<file path="src/hw/dac_host_pkg.sv">
// constants for the host controller of a quad 12-bit parallel-load converter
// assumes the converter pins are wired straight to the host ports
// Notes on behaviour
// - data word is 12 bits straight binary, bit 0 lsb, bit 11 msb.
// - host drives read/write high to read, low to write.
// - channel_pair_select high picks C or D, low picks A or B.
// - channel_odd_select high picks B or D, low picks A or C.
package dac_host_pkg;
  localparam int DATA_W = 12;
  localparam int CHAN_W = 2;
  localparam int CLK_NS = 50;
  // bus timing, held in nanoseconds and rounded up to whole cycles
  localparam int SETUP_NS = 100;
  localparam int STROBE_NS = 150;
  localparam int HOLD_NS = 50;
  localparam int LOAD_NS = 150;
  localparam int SETUP_CYC = (SETUP_NS + CLK_NS - 1) / CLK_NS;
  localparam int STROBE_CYC = (STROBE_NS + CLK_NS - 1) / CLK_NS;
  localparam int HOLD_CYC = (HOLD_NS + CLK_NS - 1) / CLK_NS;
  localparam int LOAD_CYC = (LOAD_NS + CLK_NS - 1) / CLK_NS;
  // plain default: strobe cycles a read may wait for a settled word
  localparam int SETTLE_CYC = 8;
  localparam int CNT_W = 4;
  localparam logic READ_LEVEL = 1'b1;
  localparam logic WRITE_LEVEL = 1'b0;
  typedef enum logic [2:0] {
    ST_IDLE = 3'b000,
    ST_SETUP = 3'b001,
    ST_STROBE = 3'b010,
    ST_HOLD = 3'b011,
    ST_LOAD = 3'b100
  } state_t;
endpackage

</file>
<file path="src/hw/dac_host.sv">
// host controller driving the converter's parallel pins
// assumes pins are wired directly; bus read data passes a 3-flop sampler
`timescale 1ns/1ns
module dac_host
  import dac_host_pkg::*;
#(
  // phase lengths in clock cycles
  parameter int SETUP_N = SETUP_CYC,
  parameter int STROBE_N = STROBE_CYC,
  parameter int HOLD_N = HOLD_CYC,
  parameter int LOAD_N = LOAD_CYC,
  // strobe cycles a read may wait for a settled word, below 2**CNT_W
  parameter int SETTLE_N = SETTLE_CYC
)
(
  // clock and reset
  input wire logic clk,
  input wire logic rst_n,
  // user request
  input wire logic req_valid,
  output logic req_ready,
  input wire logic req_read,
  input wire logic [CHAN_W-1:0] req_chan,
  input wire logic [DATA_W-1:0] req_data,
  input wire logic load_req,
  output logic rsp_valid,
  output logic [DATA_W-1:0] rsp_data,
  // converter pins
  output logic chip_select_n,
  output logic read_write,
  output logic channel_pair_select,
  output logic channel_odd_select,
  output logic load_outputs_n,
  output logic dev_reset_n,
  input wire logic [DATA_W-1:0] data_in,
  output logic [DATA_W-1:0] data_out,
  output logic data_oe
);
  // every flop of the controller lives in this one record
  typedef struct packed {
    state_t st;
    logic [CNT_W-1:0] cnt;
    logic rd;
    logic [CHAN_W-1:0] ch;
    logic [DATA_W-1:0] wdata;
    logic [DATA_W-1:0] rdata;
    logic rsp;
    logic [DATA_W-1:0] s1;
    logic [DATA_W-1:0] s2;
    logic [DATA_W-1:0] s3;
    logic rst_done;
    logic strobe;
    logic loading;
    logic drive;
  } regs_t;
  regs_t r_q;
  regs_t r_d;

  // pin levels that each state asks for
  typedef struct packed {
    logic strobe;
    logic loading;
    logic bus;
  } pins_t;

  logic [DATA_W-1:0] bit_agree;
  logic settled;
  logic setup_end;
  logic strobe_min;
  logic settle_out;
  logic hold_end;
  logic load_end;
  logic can_start;
  pins_t next_pins;

  // true on the last cycle of a phase that lasts n cycles
  function automatic logic last_cycle(logic [CNT_W-1:0] c, int n);
    return c == CNT_W'(n - 1);
  endfunction

  // true once a phase has run for at least n cycles
  function automatic logic reached(logic [CNT_W-1:0] c, int n);
    return c >= CNT_W'(n - 1);
  endfunction

  // on writes only, host owns the bus from setup to hold, so it never races the device
  function automatic pins_t pins_for(state_t s);
    pins_t p;
    p = '0;
    case (s)
      ST_SETUP: begin
        p.bus = 1'b1;
      end
      ST_STROBE: begin
        p.strobe = 1'b1;
        p.bus = 1'b1;
      end
      ST_HOLD: begin
        p.bus = 1'b1;
      end
      ST_LOAD: begin
        p.loading = 1'b1;
      end
      default: begin
        p = '0;
      end
    endcase
    return p;
  endfunction

  // each bit is settled once the last two sampler stages agree
  for (genvar b = 0; b < DATA_W; b++) begin : g_agree
    assign bit_agree[b] = (r_q.s2[b] == r_q.s3[b]);
  end

  assign settled = &bit_agree;
  assign setup_end = last_cycle(r_q.cnt, SETUP_N);
  assign strobe_min = reached(r_q.cnt, STROBE_N);
  // a bus that never settles yields the last stage rather than a hang
  assign settle_out = reached(r_q.cnt, SETTLE_N);
  assign hold_end = last_cycle(r_q.cnt, HOLD_N);
  assign load_end = last_cycle(r_q.cnt, LOAD_N);
  assign can_start = r_q.rst_done && !load_req;

  always_comb begin
    r_d = r_q;
    next_pins = '0;
    r_d.rsp = 1'b0;
    // sampler: second and third stages agreeing marks a settled bus
    r_d.s1 = data_in;
    r_d.s2 = r_q.s1;
    r_d.s3 = r_q.s2;
    r_d.rst_done = 1'b1;
    case (r_q.st)
      ST_IDLE: begin
        r_d.cnt = '0;
        if (load_req && r_q.rst_done) begin
          r_d.st = ST_LOAD;
        end else if (req_valid && can_start) begin
          r_d.rd = req_read;
          r_d.ch = req_chan;
          r_d.wdata = req_data;
          r_d.st = ST_SETUP;
        end
      end
      ST_SETUP: begin
        r_d.cnt = r_q.cnt + 1'b1;
        if (setup_end) begin
          r_d.cnt = '0;
          r_d.st = ST_STROBE;
        end
      end
      ST_STROBE: begin
        // read needs extra cycles so the sampler sees a settled word
        r_d.cnt = r_q.cnt + 1'b1;
        if (strobe_min && (!r_q.rd || settled || settle_out)) begin
          r_d.cnt = '0;
          if (r_q.rd) begin
            r_d.rdata = r_q.s3;
            r_d.rsp = 1'b1;
          end
          r_d.st = ST_HOLD;
        end
      end
      ST_HOLD: begin
        // data and selects stay put so the closing latch edge sees them
        r_d.cnt = r_q.cnt + 1'b1;
        if (hold_end) begin
          r_d.cnt = '0;
          r_d.st = ST_IDLE;
        end
      end
      ST_LOAD: begin
        // outputs update together; no bus transfer overlaps this
        r_d.cnt = r_q.cnt + 1'b1;
        if (load_end) begin
          r_d.cnt = '0;
          r_d.st = ST_IDLE;
        end
      end
      default: begin
        r_d.cnt = '0;
        r_d.st = ST_IDLE;
      end
    endcase
    // pin strobes come straight from flops: decoding the state on the pin
    // could glitch a latch enable open while several state bits change
    next_pins = pins_for(r_d.st);
    r_d.strobe = next_pins.strobe;
    r_d.loading = next_pins.loading;
    r_d.drive = next_pins.bus && !r_d.rd;
  end

  always_ff @(posedge clk) begin
    // reset clears every flop: pins rest idle and the device stays reset
    if (!rst_n) begin
      r_q <= '0;
    end else begin
      r_q <= r_d;
    end
  end

  // handshake outputs may follow the state directly
  assign req_ready = (r_q.st == ST_IDLE) && can_start;
  assign rsp_valid = r_q.rsp;
  assign rsp_data = r_q.rdata;

  // our reset drives the device reset so all its registers take reset code
  assign dev_reset_n = r_q.rst_done;
  // chip select low only in strobe; setup and hold keep the latch closed
  assign chip_select_n = !r_q.strobe;
  assign read_write = r_q.rd ? READ_LEVEL : WRITE_LEVEL;
  assign channel_pair_select = r_q.ch[CHAN_W-1];
  assign channel_odd_select = r_q.ch[0];
  // all four output registers follow their inputs while this is low
  assign load_outputs_n = !r_q.loading;
  assign data_out = r_q.wdata;
  // drive bus only for writes, never while the device may read back
  assign data_oe = r_q.drive;
endmodule

</file>
<file path="config.mk">
export PLATFORM = sky130hd
export DESIGN_NAME = dac_host
export DESIGN_NICKNAME = d
export VERILOG_FILES = /design/src/hw/dac_host_pkg.sv /design/src/hw/dac_host.sv
export SDC_FILE = /design/constraint.sdc
export NUM_CORES = 1
export LEC_CHECK = 0
export BUFFER_PORTS_ARGS = -buffer_cell sky130_fd_sc_hd__buf_2
export CORE_MARGIN = 8
export CORE_UTILIZATION = 35
export DETAILED_ROUTE_END_ITERATION = 7
export HOLD_SLACK_MARGIN = 0.02
export PLACE_DENSITY_LB_ADDON = 0.08
export SETUP_SLACK_MARGIN = 0.5
export SLEW_MARGIN = 15
export SYNTH_ARGS = -nofsm -noshare
export SYNTH_HDL_FRONTEND = slang
export SYNTH_SLANG_ARGS = --single-unit
</file>
<file path="constraint.sdc">
create_clock -name clk -period 2.1 [get_ports clk]
set_input_delay 0.42 -clock clk [delete_from_list [all_inputs] [get_ports clk]]
set_output_delay 0.42 -clock clk [all_outputs]
set_load 0.02 [all_outputs]
</file>
**Yosys cells after proc, flatten, opt, wreduce, memory -nomap -nowiden**

Index checks and enable logic that the tools add are counted.

- Multiplexer cells: 16
- Magnitude comparators: 2
- Equality and inequality tests: 22
- Add/sub/neg operators: 1
- Bitwise logic cells: 1
- Reductions and logical operators: 20

Operators with widths:

| operator | number |
|---|---|
| $mux 15 | 3 |
| $pmux 7 s5 | 1 |
| $mux 7 | 4 |
| $mux 13 | 1 |
| $eq 1x1->1 | 12 |
| $eq 3x2->1 const B | 4 |
| $reduce_and 12->1 | 1 |
| $reduce_and 3->1 | 3 |
| $eq 3x1->1 const B | 2 |
| $eq 3x3->1 const B | 2 |
| $logic_and 1x1->1 | 6 |
| $mux 3 | 2 |
| $logic_not 1->1 | 5 |
| $add 4x1->4 const B | 1 |
| $eq 4x1->1 const B | 1 |
| $eq 4x2->1 const B | 1 |
| $ge 4x2->1 const B | 1 |
| $ge 4x3->1 const B | 1 |
| $logic_not 4->1 | 1 |
| $mux 1 | 4 |
| $mux 4 | 1 |
| $logic_not 3->1 | 1 |
| $reduce_or 3->1 | 1 |
| $logic_or 1x1->1 | 2 |
| $not 1->1 | 1 |

- Bits in registers: 75

**Depth between registers and ports, before layout**

- Depth after elaboration: 12
- Gate-level depth with buffers: 8
- Depth with buffers taken out: 7

**Least setup slack after synthesis**

OpenSTA, ideal clock, no wires.

- Kind: reg2reg
- Start: register r_q[69] (netlist name)
- End: register r_q, in the netlist rsp_data[10]
- Required time: 2.028 ns
- Buffers on the path: 1
- Stages on the path, launching flop included: 8
- Slack: 0.260 ns
- Arrival time: 1.769 ns
- Period minus slack after synthesis: 1.840 ns
- Library setup time: 0.072 ns
- Cells stage by stage: dfxtp_1 -> ha_1 -> nor2_1 -> a2111oi_4 -> nand4_2 -> o21ai_4 -> buf_12 -> mux2i_1

- Longest elaborated chain between the ends: 4
- Elaborated cells on any way between the ends: 5

RTL lines:

| element | RTL line | RTL |
|---|---|---|
| start, declared | dac_host.sv:56 | `regs_t r_q;` |
| start signal, assigned | dac_host.sv:199 | `r_q <= r_d;` |
| $ge 4x3->1 | dac_host.sv:83 | `return c >= CNT_W'(n - 1);` |
| $logic_or 1x1->1 | dac_host.sv:156 | `if (strobe_min && (!r_q.rd \|\| settled \|\| settle_out)) begin` |
| $logic_and 1x1->1 * | dac_host.sv:156 |  |
| $reduce_and 3->1 (no source line) * | -- |  |

Mark *: on every way between the ends. The rest lies on a longest branch, timed or not.
A chain may end at the register's enable or synchronous reset.

**Worst setup path in the final report**

- Start: register r_q[72] (netlist name)
- End: output port req_ready

- Longest elaborated chain between the ends: 2

RTL lines:

| element | RTL line | RTL |
|---|---|---|
| $logic_not 3->1 | dac_host.sv:204 | `assign req_ready = (r_q.st == ST_IDLE) && can_start;` |
| $logic_and 1x1->1 | dac_host.sv:204 |  |
| end, declared | dac_host.sv:21 | `output logic req_ready,` |

Every way passes these cells.

==> report_table.html <==
<table>
<tr><th>Metric</th><th>Value</th></tr>
<tr><th colspan="2">Outcome</th></tr>
<tr><td>Run status</td><td>finished clean</td></tr>
<tr><th colspan="2">Cells and area</th></tr>
<tr><td>Count of fill cells added during filler insertion</td><td>851</td></tr>
<tr><td>Post-layout instance area</td><td>between 0.003 and 0.004 mm2</td></tr>
<tr><td>Fraction of layout cells with a size suffix above 1</td><td>0.395</td></tr>
<tr><td>Fin nets</td><td>~400</td></tr>
<tr><td>Area growth from synthesis to final layout</td><td>28.0%</td></tr>
<tr><td>Diodes inserted</td><td>0</td></tr>
<tr><th colspan="2">Global route</th></tr>
<tr><td>Via count of the first global-routing pass</td><td>~2100</td></tr>
<tr><td>Remaining global-route overflow</td><td>0</td></tr>
<tr><td>Wire length of the first global-routing pass</td><td>between 9 and 10 mm</td></tr>
<tr><td>Antenna violations before repair</td><td>0</td></tr>
<tr><td>GR Util All Layers</td><td>0.105</td></tr>
<tr><td>Maximum number of pins on one net before global-route repair</td><td>34</td></tr>
<tr><th colspan="2">Setup path</th></tr>
<tr><td>Crit path DAT</td><td>approximately 1.4 ns</td></tr>
<tr><td>End of the worst register-to-register path</td><td>rsp_data[0]$_SDFFE_PN0P_</td></tr>
<tr><td>Kind of start point of the critical path</td><td>flop</td></tr>
<tr><td>Reg-to-reg setup timing slack</td><td>~0.34 ns</td></tr>
<tr><td>Crit. End Element</td><td>output port</td></tr>
<tr><td>Data required time at the worst endpoint</td><td>roughly 1.7 ns</td></tr>
<tr><td>Maximum fanout along the worst path</td><td>2</td></tr>
<tr><td>Depth of the worst register-to-register path</td><td>9</td></tr>
<tr><td>Beginning of the worst register-to-register path</td><td>r_q[68]$_SDFF_PN0_</td></tr>
<tr><td>Critical setup path kind</td><td>flop to output port</td></tr>
<tr><th colspan="2">Yosys</th></tr>
<tr><td>Unique masters post-synth</td><td>40</td></tr>
<tr><td>Syn nets</td><td>between 300 and 400</td></tr>
<tr><td>Syn Std Cell Area</td><td>0.00302 mm2</td></tr>
<tr><td>Sequential share of the synthesized area</td><td>0.498</td></tr>
<tr><td>Commonest cells in the synthesized netlist</td><td>75 x sky130_fd_sc_hd__dfxtp_1, 60 x sky130_fd_sc_hd__nand2_1, 41 x sky130_fd_sc_hd__and2_1</td></tr>
<tr><td>Cells after synthesis</td><td>~310</td></tr>
<tr><td>Most instantiated library cell after synthesis</td><td>sky130_fd_sc_hd__dfxtp_1</td></tr>
<tr><td>Mean instance size in the synthesized netlist</td><td>around 9.6 um2</td></tr>
<tr><td>Area share of the leading cell type in the synthesized netlist</td><td>0.498</td></tr>
<tr><td>Proportion of register bits with asynchronous set or reset after synthesis</td><td>0</td></tr>
<tr><td>Most instantiated flip-flop cell in the synthesis netlist</td><td>sky130_fd_sc_hd__dfxtp_1</td></tr>
<tr><td>Cells taking the most area after synthesis</td><td>sky130_fd_sc_hd__dfxtp_1 50%, sky130_fd_sc_hd__and2_1 8.5%, sky130_fd_sc_hd__nand2_1 7.5%</td></tr>
<tr><td>Synthesis warning total</td><td>0</td></tr>
<tr><td>Post-synth EDFFs</td><td>0</td></tr>
<tr><td>Number of storage elements in the synthesis netlist</td><td>75</td></tr>
<tr><td>Cell type contributing the most total cell area after synthesis</td><td>sky130_fd_sc_hd__dfxtp_1</td></tr>
<tr><th colspan="2">Timing</th></tr>
<tr><td>Share of the clock period used by the worst path</td><td>0.877</td></tr>
<tr><td>Transition at the pin with the smallest max-transition slack</td><td>0.370 ns</td></tr>
<tr><td>Setup-violating endpoint count in the final report</td><td>0</td></tr>
<tr><td>Unrepaired setup endpoints after global routing</td><td>yes</td></tr>
<tr><td>Number of max-slew violations in the final report</td><td>0</td></tr>
<tr><td>Final Hold Viols</td><td>0</td></tr>
<tr><td>Crit path time final</td><td>roughly 1.8 ns</td></tr>
<tr><td>Top achievable clock speed</td><td>543 MHz</td></tr>
<tr><td>Post-route setup slack</td><td>around 0.26 ns</td></tr>
<tr><td>Setup TNS Final</td><td>0 ns</td></tr>
<tr><td>Relative slew slack</td><td>0.753</td></tr>
<tr><td>Final-layout worst hold slack</td><td>0.280 ns</td></tr>
<tr><td>Post-route clock skew</td><td>just under 0.007 ns</td></tr>
<tr><th colspan="2">Detailed routing</th></tr>
<tr><td>Via density</td><td>4.30</td></tr>
<tr><td>Routed length per placed instance</td><td>12.7 um</td></tr>
<tr><td>Iteration count of the initial detailed-routing pass</td><td>4</td></tr>
<tr><td>Routed wire length</td><td>6.15 mm</td></tr>
<tr><td>DRC violation total after the first TritonRoute iteration</td><td>46</td></tr>
<tr><td>DRC violations left</td><td>0</td></tr>
<tr><td>Vias after detailed routing</td><td>~2100</td></tr>
<tr><td>Remaining antenna violation count</td><td>0</td></tr>
<tr><th colspan="2">Placement</th></tr>
<tr><td>Placement-stage worst setup slack</td><td>around 0.25 ns</td></tr>
<tr><td>Post-Place Cell Area</td><td>0.00330 mm2</td></tr>
<tr><td>Number of port buffers</td><td>63</td></tr>
<tr><td>Final HPWL from detailed placement</td><td>slightly above 4 mm</td></tr>
<tr><td>Routability Congestion</td><td>roughly 0.75</td></tr>
<tr><th colspan="2">Power</th></tr>
<tr><td>Fraction of power consumed by sequential logic</td><td>0.506</td></tr>
<tr><td>Total power density per cell area</td><td>between 700 and 800 mW/mm2</td></tr>
<tr><td>Clock power share</td><td>0.404</td></tr>
<tr><td>Leakage power</td><td>approximately 1.6 nW</td></tr>
<tr><td>Switching power share of the total</td><td>0.231</td></tr>
<tr><td>Internal Dissipation</td><td>0.00226 W</td></tr>
<tr><td>Worst vdd rail ir drop</td><td>roughly 0.00038 V</td></tr>
<tr><td>Final total power</td><td>just under 0.003 W</td></tr>
<tr><td>Switching power</td><td>just under 0.0007 W</td></tr>
<tr><td>Part of the power in combinational logic</td><td>0.090</td></tr>
<tr><th colspan="2">CTS</th></tr>
<tr><td>CTS Root Buffer Type</td><td>sky130_fd_sc_hd__clkbuf_8</td></tr>
<tr><td>Count of clock tree sinks</td><td>75</td></tr>
<tr><td>Clock tree from TritonCTS</td><td>built</td></tr>
<tr><td>Maximum root-to-sink buffer count</td><td>2</td></tr>
<tr><td>Number of buffers inserted by hold repair at cts</td><td>0</td></tr>
<tr><td>CTS clock-pin slew for the worst setup and hold paths</td><td>about 0.070 ns</td></tr>
<tr><td>Num CTS Buffers</td><td>9</td></tr>
<tr><td>CTS HTree Levels</td><td>3</td></tr>
<tr><td>Worst skew pair latency</td><td>approximately 0.34 ns</td></tr>
<tr><th colspan="2">Worst hold path</th></tr>
<tr><td>Count of cells along the worst hold path</td><td>2</td></tr>
<tr><td>Hold Path Origin</td><td>data_in[4]</td></tr>
<tr><td>Endpoint, Worst Hold</td><td>r_d[20]$_SDFF_PN0_</td></tr>
<tr><td>Worst min-delay path class</td><td>input pin to flop</td></tr>
<tr><th colspan="2">Floorplan</th></tr>
<tr><td>FP Rows</td><td>34</td></tr>
<tr><td>Die boundary height</td><td>approximately 110 um</td></tr>
<tr><td>Die area</td><td>0.0118 mm2</td></tr>
<tr><td>Total I/O pin count</td><td>64</td></tr>
<tr><td>Area of the core</td><td>roughly 0.0086 mm2</td></tr>
<tr><td>Horizontal die dimension</td><td>around 110 um</td></tr>
<tr><td>Starting density of the core</td><td>0.353</td></tr>
<tr><th colspan="2">Job</th></tr>
<tr><td># Max-Cap Violations</td><td>0</td></tr>
</table>
## worst max-delay path by stage
stage	start	endpoint	slack [ns]	depth (start not counted)
floorplan	r_q[68]$_SDFF_PN0_	rsp_data[10]$_SDFFE_PN0P_	0.38	8
detailed placement	r_q[72]$_SDFF_PN0_	data_out[0]$_SDFFE_PN0P_	0.25	5
CTS	r_q[73]$_SDFF_PN0_	req_ready	0.24	3
finish	r_q[72]$_SDFF_PN0_	req_ready	0.26	3
global route	r_q[72]$_SDFF_PN0_	req_ready	0.19	3
global placement	r_q[70]$_SDFF_PN0_	rsp_data[7]$_SDFFE_PN0P_	0.32	6
## critical path, cell delays in order, from the launching register on
cell	delay [ns]
sky130_fd_sc_hd__dfxtp_4	0.35
sky130_fd_sc_hd__or2_4	0.26
sky130_fd_sc_hd__nor4b_4	0.29
sky130_fd_sc_hd__buf_4	0.19
## flip-flops by register name (all words and copies together) (netlist names)
register             count
r_d                     24
rsp_valid                1
r_q                     22
rsp_data                12
data_out                12
channel_pair_select      1
channel_odd_select       1
data_oe                  1
dev_reset_n              1
## timing repair
action                                  CTS  global route
endpoints found under the setup margin   36            36
setup buffers                             8             6
pin swaps                                 8            29
gates cloned                              1             1
gates resized for setup                  12            45
## cells in the final DEF (no fill, tap or decap), drive strengths merged, types with 3 or more instances in the layout
master and count:
dfxtp 75, inv 9, and2 42, clkbuf 12, o21ai 5, nor2 9, a21oi 5, a21boi 16
mux2i 13, buf 84, nand3 3, nand2 60, ha 4, nor3 6, xor2 13
## per-stage QoR
step / util / instances
floorplan: - / 314
global route: 0.452 / 485
finish: 0.452 / 485
CTS: 0.426 / 478
detailed placement: 0.386 / 453
global placement: 0.386 / 453
## layer usage
metal	global-route usage	wire length, um	part of all wire	vias to the layer above
met5	0	0	0	-
met4	0.0616	99	0.016	0
met3	0.0266	385	0.063	9
met2	0.153	2630	0.43	57
met1	0.136	3030	0.49	908
li1	-	-	-	1113
## cell type report
type / count / area, um2 / share of cell area
flip-flops and latches: 75 / 1520 / 0.393
repair buffers: 84 / 552 / 0.143
clock buffers: 12 / 135 / 0.0350
clock inverters: 4 / 72.6 / 0.0188
well taps: 108 / 135 / 0.0350
inverters: 7 / 26.3 / 0.00680
multi-input cells: 195 / 1420 / 0.368
## power groups by stage
| stage | Clock [W] | Combinational, W | Sequential, W |
|---|---|---|---|
| 3_3_place_gp | 0 | 0.000214 | 0.00152 |
| 3_5_place_dp | 0 | 0.000214 | 0.00153 |
| 5_1_grt | 0.00130 | 0.000294 | 0.00149 |
| 2_1_floorplan | 0 | 0.000149 | 0.00152 |
| 6_report | 0.00119 | 0.000264 | 0.00149 |
| 4_1_cts | 0.00124 | 0.000228 | 0.00149 |
## kinds of logic (layout without fill, tap and decap cells)
logic type / after synthesis / in the layout / synth area share
buffers and inverters: 45 / 107 / 0.0929
DFF: 75 / 75 / 0.498
xor gates and xnor gates: 14 / 14 / 0.0406
muxes: 13 / 13 / 0.0431
adders and majority gates: 4 / 4 / 0.0166
and+or+nand+nor: 127 / 128 / 0.215
AOI/OAI and AO/OA: 36 / 36 / 0.0937
No activity file was read; power rests on OpenSTA's default activity.
